File: src/hw/tx_err_defs.vh
`ifndef TX_ERR_DEFS_VH
`define TX_ERR_DEFS_VH
// register word offsets (byte address = index * 4)
`define REG_TX_STATUS       4'h0
`define REG_CLASH_COUNT     4'h1
`define REG_POLICY          4'h2
`define REG_TX_DATA         4'h3
// status bit positions
`define BIT_JABBER          3
`define BIT_CLASH           2
`define BIT_SIXTEEN         1
`define BIT_WR_TIMEOUT      0
// flag reset value
`define FLAGS_RESET         4'h0
// collision counter field
`define CNT_LSB             4
`define CNT_MSB             7
// policy field (bits 2..1)
`define POL_LSB             1
`define POL_MSB             2
`define POL_RESET           2'h0
// timing
`define CLK_HZ              50000000
`define WR_TIMEOUT_NS       2150
`define WR_TIMEOUT_CYC      ((`WR_TIMEOUT_NS * (`CLK_HZ / 1000000)) / 1000)
`define CLASH_LIMIT         5'h10
`endif

File: src/hw/tx_error_status_flags.v
// Design decisions made here: the placing of the registers and the Avalon-MM register port.
`timescale 1ns/1ps
`include "tx_err_defs.vh"
module tx_error_status_flags #(
  parameter JABBER_CYC = 1000000
) (
  // clock and reset
  input  wire        i_clk_sys,
  input  wire        i_rst,
  // avalon-mm slave
  input  wire [3:0]  i_address,
  input  wire        i_read,
  input  wire        i_write,
  input  wire [31:0] i_writedata,
  output reg  [31:0] o_readdata,
  output reg         o_waitrequest,
  // transmitter events
  input  wire        i_tx_active,
  input  wire        i_collision,
  input  wire        i_tx_start,
  input  wire        i_buf_full,
  // transmitter control
  output reg         o_tx_suspend,
  output reg         o_tx_retry,
  output reg         o_tx_abort_pkt,
  output reg         o_tx_hold,
  output reg         o_buf_wr
);
////////////////////////////////////////////////////////////////////////
// pin synchronisers: network side is asynchronous to the bus clock
// vector order: 0 transmit active, 1 collision, 2 start, 3 buffer full
localparam N_PINS = 4;
wire [N_PINS-1:0] pin_raw;
wire [N_PINS-1:0] pin_sync;
assign pin_raw = {i_buf_full, i_tx_start, i_collision, i_tx_active};
// two stages per pin; only the second stage feeds any logic
genvar g;
generate
  for (g = 0; g < N_PINS; g = g + 1) begin : g_sync
    reg meta;
    reg stable;
    always @(posedge i_clk_sys) begin
      meta   <= pin_raw[g];
      stable <= meta;
    end
    assign pin_sync[g] = stable;
  end
endgenerate
wire tx_act   = pin_sync[0];
wire tx_start = pin_sync[2];
wire buf_full = pin_sync[3];
////////////////////////////////////////////////////////////////////////
// collision edge detector; resets to the idle level of the pin so
// that no false collision follows reset
reg  col_q;
always @(posedge i_clk_sys) begin
  if (i_rst)
    col_q <= 1'b0;
  else
    col_q <= pin_sync[1];
end
wire col_pulse = pin_sync[1] & ~col_q;
////////////////////////////////////////////////////////////////////////
// bus slave state, one-hot
localparam S_IDLE = 3'b001;
localparam S_WAIT = 3'b010;
localparam S_ACK  = 3'b100;
// status and counter storage
reg [2:0]  state;
reg [11:0] wr_cnt;
reg [3:0]  flags;
reg [4:0]  clash_cnt;
reg [1:0]  policy;
// wide watchdog counter, sized for the default limit of a million cycles
reg [31:0] jab_cnt;
// register index decode, shared by the write strobes and policy load
function reg_hit;
  input [3:0] a;
  input [3:0] idx;
  begin
    reg_hit = (a == idx);
  end
endfunction
// request decode; strobes only count while the slave is idle
wire       sel_stat = reg_hit(i_address, `REG_TX_STATUS);
wire       wr_stat  = i_write & sel_stat & (state == S_IDLE);
wire       data_wr  = i_write & reg_hit(i_address, `REG_TX_DATA);
// timeout on the last allowed wait cycle of 2.15 us
wire       timeout  = (wr_cnt >= `WR_TIMEOUT_CYC - 1);
// watchdog trips at its limit while the transmitter is still active
wire       jab_hit  = tx_act & (jab_cnt >= JABBER_CYC - 1);
wire       sixteen  = col_pulse & tx_act &
                      (clash_cnt == `CLASH_LIMIT - 5'h01);
wire       drop_wr  = (state == S_WAIT) & buf_full & timeout;
// clear mask only for written ones
wire [3:0] clr = wr_stat ? i_writedata[3:0] : 4'h0;
// events of this cycle, one bit per flag
wire [3:0] set;
assign set[`BIT_JABBER]     = jab_hit;
assign set[`BIT_CLASH]      = col_pulse & tx_act;
assign set[`BIT_SIXTEEN]    = sixteen;
assign set[`BIT_WR_TIMEOUT] = drop_wr;
// read mux shared by the read path
function [31:0] rd_mux;
  input [3:0] a;
  begin
    case (a)
      `REG_TX_STATUS:   rd_mux = {28'h000_0000, flags};
      `REG_CLASH_COUNT:
        rd_mux = {24'h00_0000, clash_cnt[3:0], 4'h0};
      `REG_POLICY:      rd_mux = {29'h0000_0000, policy, 1'b0};
      default:          rd_mux = 32'h0000_0000;
    endcase
  end
endfunction
////////////////////////////////////////////////////////////////////////
// bus handshake; data writes wait for buffer room up to the timeout
// waitrequest is low for exactly one cycle; a 12-bit wait counter
// covers the timeout for clocks well beyond a gigahertz
always @(posedge i_clk_sys) begin
  if (i_rst) begin
    state         <= S_IDLE;
    wr_cnt        <= 12'h000;
    o_waitrequest <= 1'b1;
    o_readdata    <= 32'h0000_0000;
    o_buf_wr      <= 1'b0;
  end else begin
    o_buf_wr      <= 1'b0;
    o_waitrequest <= 1'b1;
    case (state)
      // register accesses answer on the next cycle
      S_IDLE: begin
        wr_cnt <= 12'h000;
        if (data_wr)
          state <= S_WAIT;
        else if (i_read | i_write) begin
          o_readdata    <= rd_mux(i_address);
          o_waitrequest <= 1'b0;
          state         <= S_ACK;
        end
      end
      // buffer room or the timeout ends the wait
      S_WAIT: begin
        wr_cnt <= wr_cnt + 12'h001;
        if (!buf_full | timeout) begin
          o_buf_wr      <= ~buf_full; // dropped on timeout
          o_waitrequest <= 1'b0;
          state         <= S_ACK;
        end
      end
      S_ACK:   state <= S_IDLE;
      default: state <= S_IDLE;
    endcase
  end
end
////////////////////////////////////////////////////////////////////////
// sticky flags: a set in the clearing cycle wins
// only the host clears a flag; the transmitter can only raise it
always @(posedge i_clk_sys) begin
  if (i_rst)
    flags <= `FLAGS_RESET;
  else
    flags <= (flags & ~clr) | set;
end
////////////////////////////////////////////////////////////////////////
// policy register write
always @(posedge i_clk_sys) begin
  if (i_rst)
    policy <= `POL_RESET;
  else if (i_write & (state == S_IDLE) & reg_hit(i_address, `REG_POLICY))
    // other bits of the written word are ignored
    policy <= i_writedata[`POL_MSB:`POL_LSB];
end
////////////////////////////////////////////////////////////////////////
// jabber watchdog and collision counting
always @(posedge i_clk_sys) begin
  if (i_rst) begin
    jab_cnt        <= 32'h0000_0000;
    clash_cnt      <= 5'h00;
    o_tx_suspend   <= 1'b0;
    o_tx_retry     <= 1'b0;
    o_tx_abort_pkt <= 1'b0;
    o_tx_hold      <= 1'b0;
  end else begin
    o_tx_retry     <= 1'b0;
    o_tx_abort_pkt <= 1'b0;
    jab_cnt <= tx_act ? jab_cnt + 32'h0000_0001 : 32'h0000_0000;
    // suspend holds until the transmitter drops its active line
    if (jab_hit)
      o_tx_suspend <= 1'b1;
    else if (!tx_act)
      o_tx_suspend <= 1'b0;
    // the count belongs to one packet and restarts with the next
    if (tx_start)
      clash_cnt <= 5'h00;
    // clear before the sixteenth check so a new hold in that cycle wins
    if (wr_stat & i_writedata[`BIT_SIXTEEN])
      o_tx_hold <= 1'b0;
    if (sixteen) begin
      clash_cnt <= 5'h00;
      // policy 0 skip packet, 1 hold for host, else retry anew
      case (policy)
        2'h0:    o_tx_abort_pkt <= 1'b1;
        2'h1:    o_tx_hold      <= 1'b1;
        default: o_tx_retry     <= 1'b1;
      endcase
    end else if (col_pulse & tx_act) begin
      clash_cnt  <= clash_cnt + 5'h01;
      o_tx_retry <= 1'b1;
    end
  end
end
endmodule // tx_error_status_flags

File: config.mk
export PLATFORM = sky130hd
export DESIGN_NAME = tx_error_status_flags
export DESIGN_NICKNAME = d
export VERILOG_FILES = /design/src/hw/tx_error_status_flags.v
export VERILOG_INCLUDE_DIRS = /design/src /design/src/hw
export SDC_FILE = /design/constraint.sdc
export NUM_CORES = 1
export LEC_CHECK = 0
export ABC_AREA = 1
export ABC_CLOCK_PERIOD_IN_PS = 1590
export BUFFER_PORTS_ARGS = -buffer_cell sky130_fd_sc_hd__buf_2
export CAP_MARGIN = 10
export CORE_UTILIZATION = 55
export CTS_CLUSTER_SIZE = 14
export DETAILED_ROUTE_END_ITERATION = 8
export MAX_ROUTING_LAYER = met4
export PLACE_DENSITY_LB_ADDON = 0.1
export SLEW_MARGIN = 25
export SYNTH_ARGS = -nofsm -noshare
export SYNTH_HDL_FRONTEND = slang
export SYNTH_SLANG_ARGS = --single-unit
File: constraint.sdc
create_clock -name i_clk_sys -period 1.59 [get_ports i_clk_sys]
set_input_delay 0 -clock i_clk_sys [delete_from_list [all_inputs] [get_ports i_clk_sys]]
set_output_delay 0 -clock i_clk_sys [all_outputs]
set_load 0.02 [all_outputs]
=== Word-level counts from Yosys, hierarchy flattened ===
Index checks and enable logic that the tools add are counted.

* Add/sub/neg operators: 3
* $lt $le $gt $ge: 2
* Eq/ne operators: 10
* Multiplexer cells: 22
* Bitwise gates (word level): 24
* Reduce and logical (&&, ||, !) cells: 12

{| class="wikitable"
|+ Operators with widths
! kind !! number
|-
| adder 32 x 1 -> 32 bit, second input constant || 1
|-
| >= comparator 32 x 20 -> 1 bit, second input constant || 1
|-
| case mux 12 bit (2 select lines) || 1
|-
| case mux 8 bit (3 select lines) || 1
|-
| adder 12 x 1 -> 12 bit, second input constant || 1
|-
| AND 1 bit || 12
|-
| >= comparator 12 x 7 -> 1 bit, second input constant || 1
|-
| two-way mux 1 bit || 12
|-
| two-way mux 5 bit || 2
|-
| two-way mux 3 bit || 3
|-
| == test 4 x 2 -> 1 bit, second input constant || 2
|-
| OR reduction 2 bit || 4
|-
| inverter 1 bit || 7
|-
| case mux 3 bit (2 select lines) || 1
|-
| adder 5 x 1 -> 5 bit, second input constant || 1
|-
| == test 5 x 4 -> 1 bit, second input constant || 1
|-
| AND 4 bit || 1
|-
| == test 4 x 1 -> 1 bit, second input constant || 1
|-
| logical NOT 4 bit || 1
|-
| two-way mux 4 bit || 1
|-
| != test 2 x 1 -> 1 bit, second input constant || 2
|-
| inverter 4 bit || 1
|-
| bitwise OR 4 bit || 1
|-
| nonzero test 2 bit || 2
|-
| 11 further kinds || 12
|}

* Register bits after elaboration: 105
* Bits of input ports: 44
* Output and inout port bits: 38
* Word-level logic and storage cells: 95

=== Depth between registers and ports, before layout ===
* Depth after elaboration: 7
* Gate-level depth with buffers: 11
* Mapped depth without buffers: 11

=== Worst setup path after synthesis ===
OpenSTA, ideal clock, no wires.

* Path type: register to register
* Start: register jab_cnt[0]
* End: register jab_cnt[12]
* Setup time: 115 ps
* Data arrival time: 1218 ps
* Data required time: 1475 ps
* Setup slack: 258 ps
* Cell stages (with the launch flop): 8
* Buffers on the path: 0
* Period minus slack after synthesis: 1332 ps
* Cell sequence: dfxtp_1 ha_1 nand2_1 nor2_4 nand3b_4 nor2_2 a21oi_1 o21a_1

* Word-level cells in the longest chain between the ends: 1

{| class="wikitable"
|+ Ends and longest elaborated chain
! what !! RTL line !! text
|-
| from (decl) || tx_error_status_flags.v:75 || <nowiki>reg [31:0] jab_cnt;</nowiki>
|-
| from (signal assigned) || tx_error_status_flags.v:187 || <nowiki>jab_cnt <= tx_act ? jab_cnt + 32'h0000_0001 : 32'h0000_0000;</nowiki>
|-
| adder 32 x 1 -> 32 bit || tx_error_status_flags.v:187 ||
|}

Every way passes these cells.
A chain may end at the register's enable or synchronous reset.

=== Worst setup path after layout ===
* Start: register jab_cnt[0]
* End: register jab_cnt[18]

The elaborated chain is that of the path after synthesis.

==> results.toml <==
[setup_path]
reg2reg_slack_ns = 0.05
startpoint_type = "flip-flop"
worstSetupPathType = "reg -> reg"
r2r_start = "jab_cnt[0]"
crit_path_max_fanout = 4
cp-startpoint = "jab_cnt[0]"
required_ns = 1.84
cp.arrival_ns = 1.79
worstReg2RegEnd = "jab_cnt[18]"
r2r_cells = 8
cp-end-kind = "flip-flop"

[power_and_ir_drop]
p_leak_uw = 0.00171
switchingPower_uw = 951
powerDensity_nw_per_um2 = 839
peakVddDrop_uv = 498
pwr-share-clk_pct = 36.1
intPower_uw = 2740
seqPwrFrac_pct = 56.2
pwr-share-comb_pct = 7.7
power_uw = 3690
swShare_pct = 25.8

[logic_synthesis]
netlist_area_um2 = 3930
synth_top_family_by_area = "simple AND/OR/NAND/NOR gates"
yosys.area_share.adder_pct = 1.59
synth-seq-cells = 81
yosysTopAreaCellShare_pct = 41.3
ys.flop_type = "dfxtp_1"
synth_cells = 567
yosysWarnings = 0
muxShareOfSynthArea_pct = 0
synth_compound_area_share_pct = 10.7
avgSynthCellArea_um2 = 6.92
synth-async-reset-ratio_pct = 0
yosysTopAreaCell = "dfxtp_1"
synth_area_leaders = "dfxtp_1 (41%), nand2_1 (13%), nor2_1 (8.3%)"
synthXorXnorAreaFrac_pct = 0.446
ys_types = 35
ys_seq_area_share_pct = 41.3
yosys.area_share.simple_pct = 35.1
synth_edf_count = 0

[final_layout]
fin_nets = 664
drive_above_1_share_pct = 12.9
layout.cells.non_filler = 716
diodes = 0
fillCellCount = 638
final_common_cell = "nand2_1"
layout_common_cells = "nand2_1 (139), nor2_1 (86), dfxtp_1 (78)"
synthToLayoutAreaGrowth_pct = 12.1

[cts]
clockBufferDepth = 2
cts_buffers = 9
insertion_delay_ns = 0.35
clkTransAtPathRegs_ns = 0.09
cts_root_buffer = "clkbuf_8"
tritoncts = "done"
htree_levels = 3
cts_sinks = 81

[global_routing]
grt_max_degree = 23
overflow = 0
grt_usage_pct = 23.6
antenna_found_initial = 0
grt_pass1_wl_um = 13500
grt_pass1_vias = 3012

[floorplanning]
die_y_um = 86.5
boundaryPins = 82
dieArea_um2 = 7480
placementRows = 30
start_util_pct = 57.5
core-area_um2 = 6830
die_x_um = 86.5

[routing]
vias = 3571
avgViaCountPerCell = 4.99
wl_per_cell_um = 11.5
remaining_drc_errors = 0
dr.pass1.iters = 4
wirelength_um = 8210
ant_nets = 0
drt-initial-drc-count = 233

[sta]
finClkSkew_ns = 0.0124
setup_viol = 0
worst_slack_ns = 0.0484
hold_viol_final = 0
fin_hold_ws_ns = 0.0216
max_clock_freq_mhz = 649
post-route-min-period_ns = 1.54
min_period_over_period_pct = 97.0
tightestPinTransition_ns = 0.767
grt_setup_unrepaired = "yes"
setup-tns-final_ns = 0
maxSlewViolCount = 0
slew_headroom_pct = 48.8

[place]
dp_hpwl_um = 6130
placed_cells = 689
gp_congestion = 0.876
place_ws_ns = 0.0582
io_buffer_count = 29

[run_status]
status = "finished, final reports clean"

[worst_hold_path]
hp-start = "i_write"
hold_depth = 4
whs_endpoint = "policy[0]"
hold_class = "in -> reg"

[job]
drv_cap = 0
repair_timing:
item,in CTS,in global routing
endpoints found under the setup margin,0,9
buffers inserted,0,2
hold buffers,9,0
resized for setup,0,7
hold endpoints to repair,11,0
state kept, by name (all words and copies together) (netlist names), 2 cells and up:
| register | flops |
|---|---|
| g_sync.stable | 3 |
| state | 3 |
| g_sync.meta | 4 |
| clash_cnt | 5 |
| wr_cnt | 12 |
| jab_cnt | 32 |
| policy | 2 |
| flags | 4 |
| o_readdata | 8 |
cells by family (layout without fill, tap and decap cells):
family / count (synthesis) / count (layout)
adders and majority gates: 5 / 5
DFF: 81 / 81
AOI/OAI and AO/OA: 79 / 79
other: 1 / 24
buffers and inverters: 88 / 118
xor gates and xnor gates: 2 / 2
and+or+nand+nor: 311 / 311
power groups by stage:
stage / clock network, uW / logic [uW] / registers, uW
after floorplan: 0 / 230 / 2120
after global routing: 1460 / 314 / 2080
after global placement: 0 / 262 / 2120
after detailed placement: 0 / 265 / 2120
final: 1330 / 285 / 2070
after CTS: 1370 / 283 / 2070
how the worst max path moves through the flow:
stage          slack, ns           to  cells past startpoint
6_report            0.05  jab_cnt[18]                      8
5_1_grt           -0.009  jab_cnt[18]                      8
4_1_cts             0.04  jab_cnt[30]                      8
3_5_place_dp        0.06  jab_cnt[30]                      8
3_3_place_gp        0.12  jab_cnt[30]                      8
2_1_floorplan       0.26  jab_cnt[12]                      7
final cells by class:
type                            count  area (um^2)  area share (%)
Clock buffer                       11          141            3.21
Inverter                           58          219            4.98
Multi-Input combinational cell    421         1980            45.1
Sequential cell                    81         1630            36.9
Tap cell                           96          120            2.73
Clock inverter                      5         31.3           0.711
Timing Repair Buffer               44          280            6.37
per-layer routing:
metal / vias up / GRT usage, % / part of all wire, %
met2: 76 / 36.6 / 44
li1: 1868 / - / -
met3: 5 / 4.57 / 4.3
met5: - / - / 0
met1: 1622 / 32.1 / 51
met4: 0 / 5.45 / 0.72
cells in the mapped netlist (all sizes together) (3+ instances only):
cell type,count
nand2,147
o21ai,20
nor4,3
nand4,6
nor2,98
nor3,9
ha,5
a21oi,48
dfxtp,81
nand3b,3
clkbuf,5
o21a,4
nand3,40
inv,56
buf,25
stage by stage:
step           utilization (%)  cell area, um^2
4_1_cts                   63.9             4370
6_report                  64.4             4400
5_1_grt                   64.4             4400
3_5_place_dp              60.1             4100
3_3_place_gp              60.1             4100
2_1_floorplan                -             4010
critical path, stage by stage, from the launching register on:
cell	delay, ns
dfxtp_2	0.36
ha_1	0.17
nand2_1	0.11
nor2_4	0.18
buf_4	0.15
nand3b_4	0.11
nor2_4	0.15
a21oi_1	0.08
o21a_1	0.14
Power figures use the tool's default switching activity.
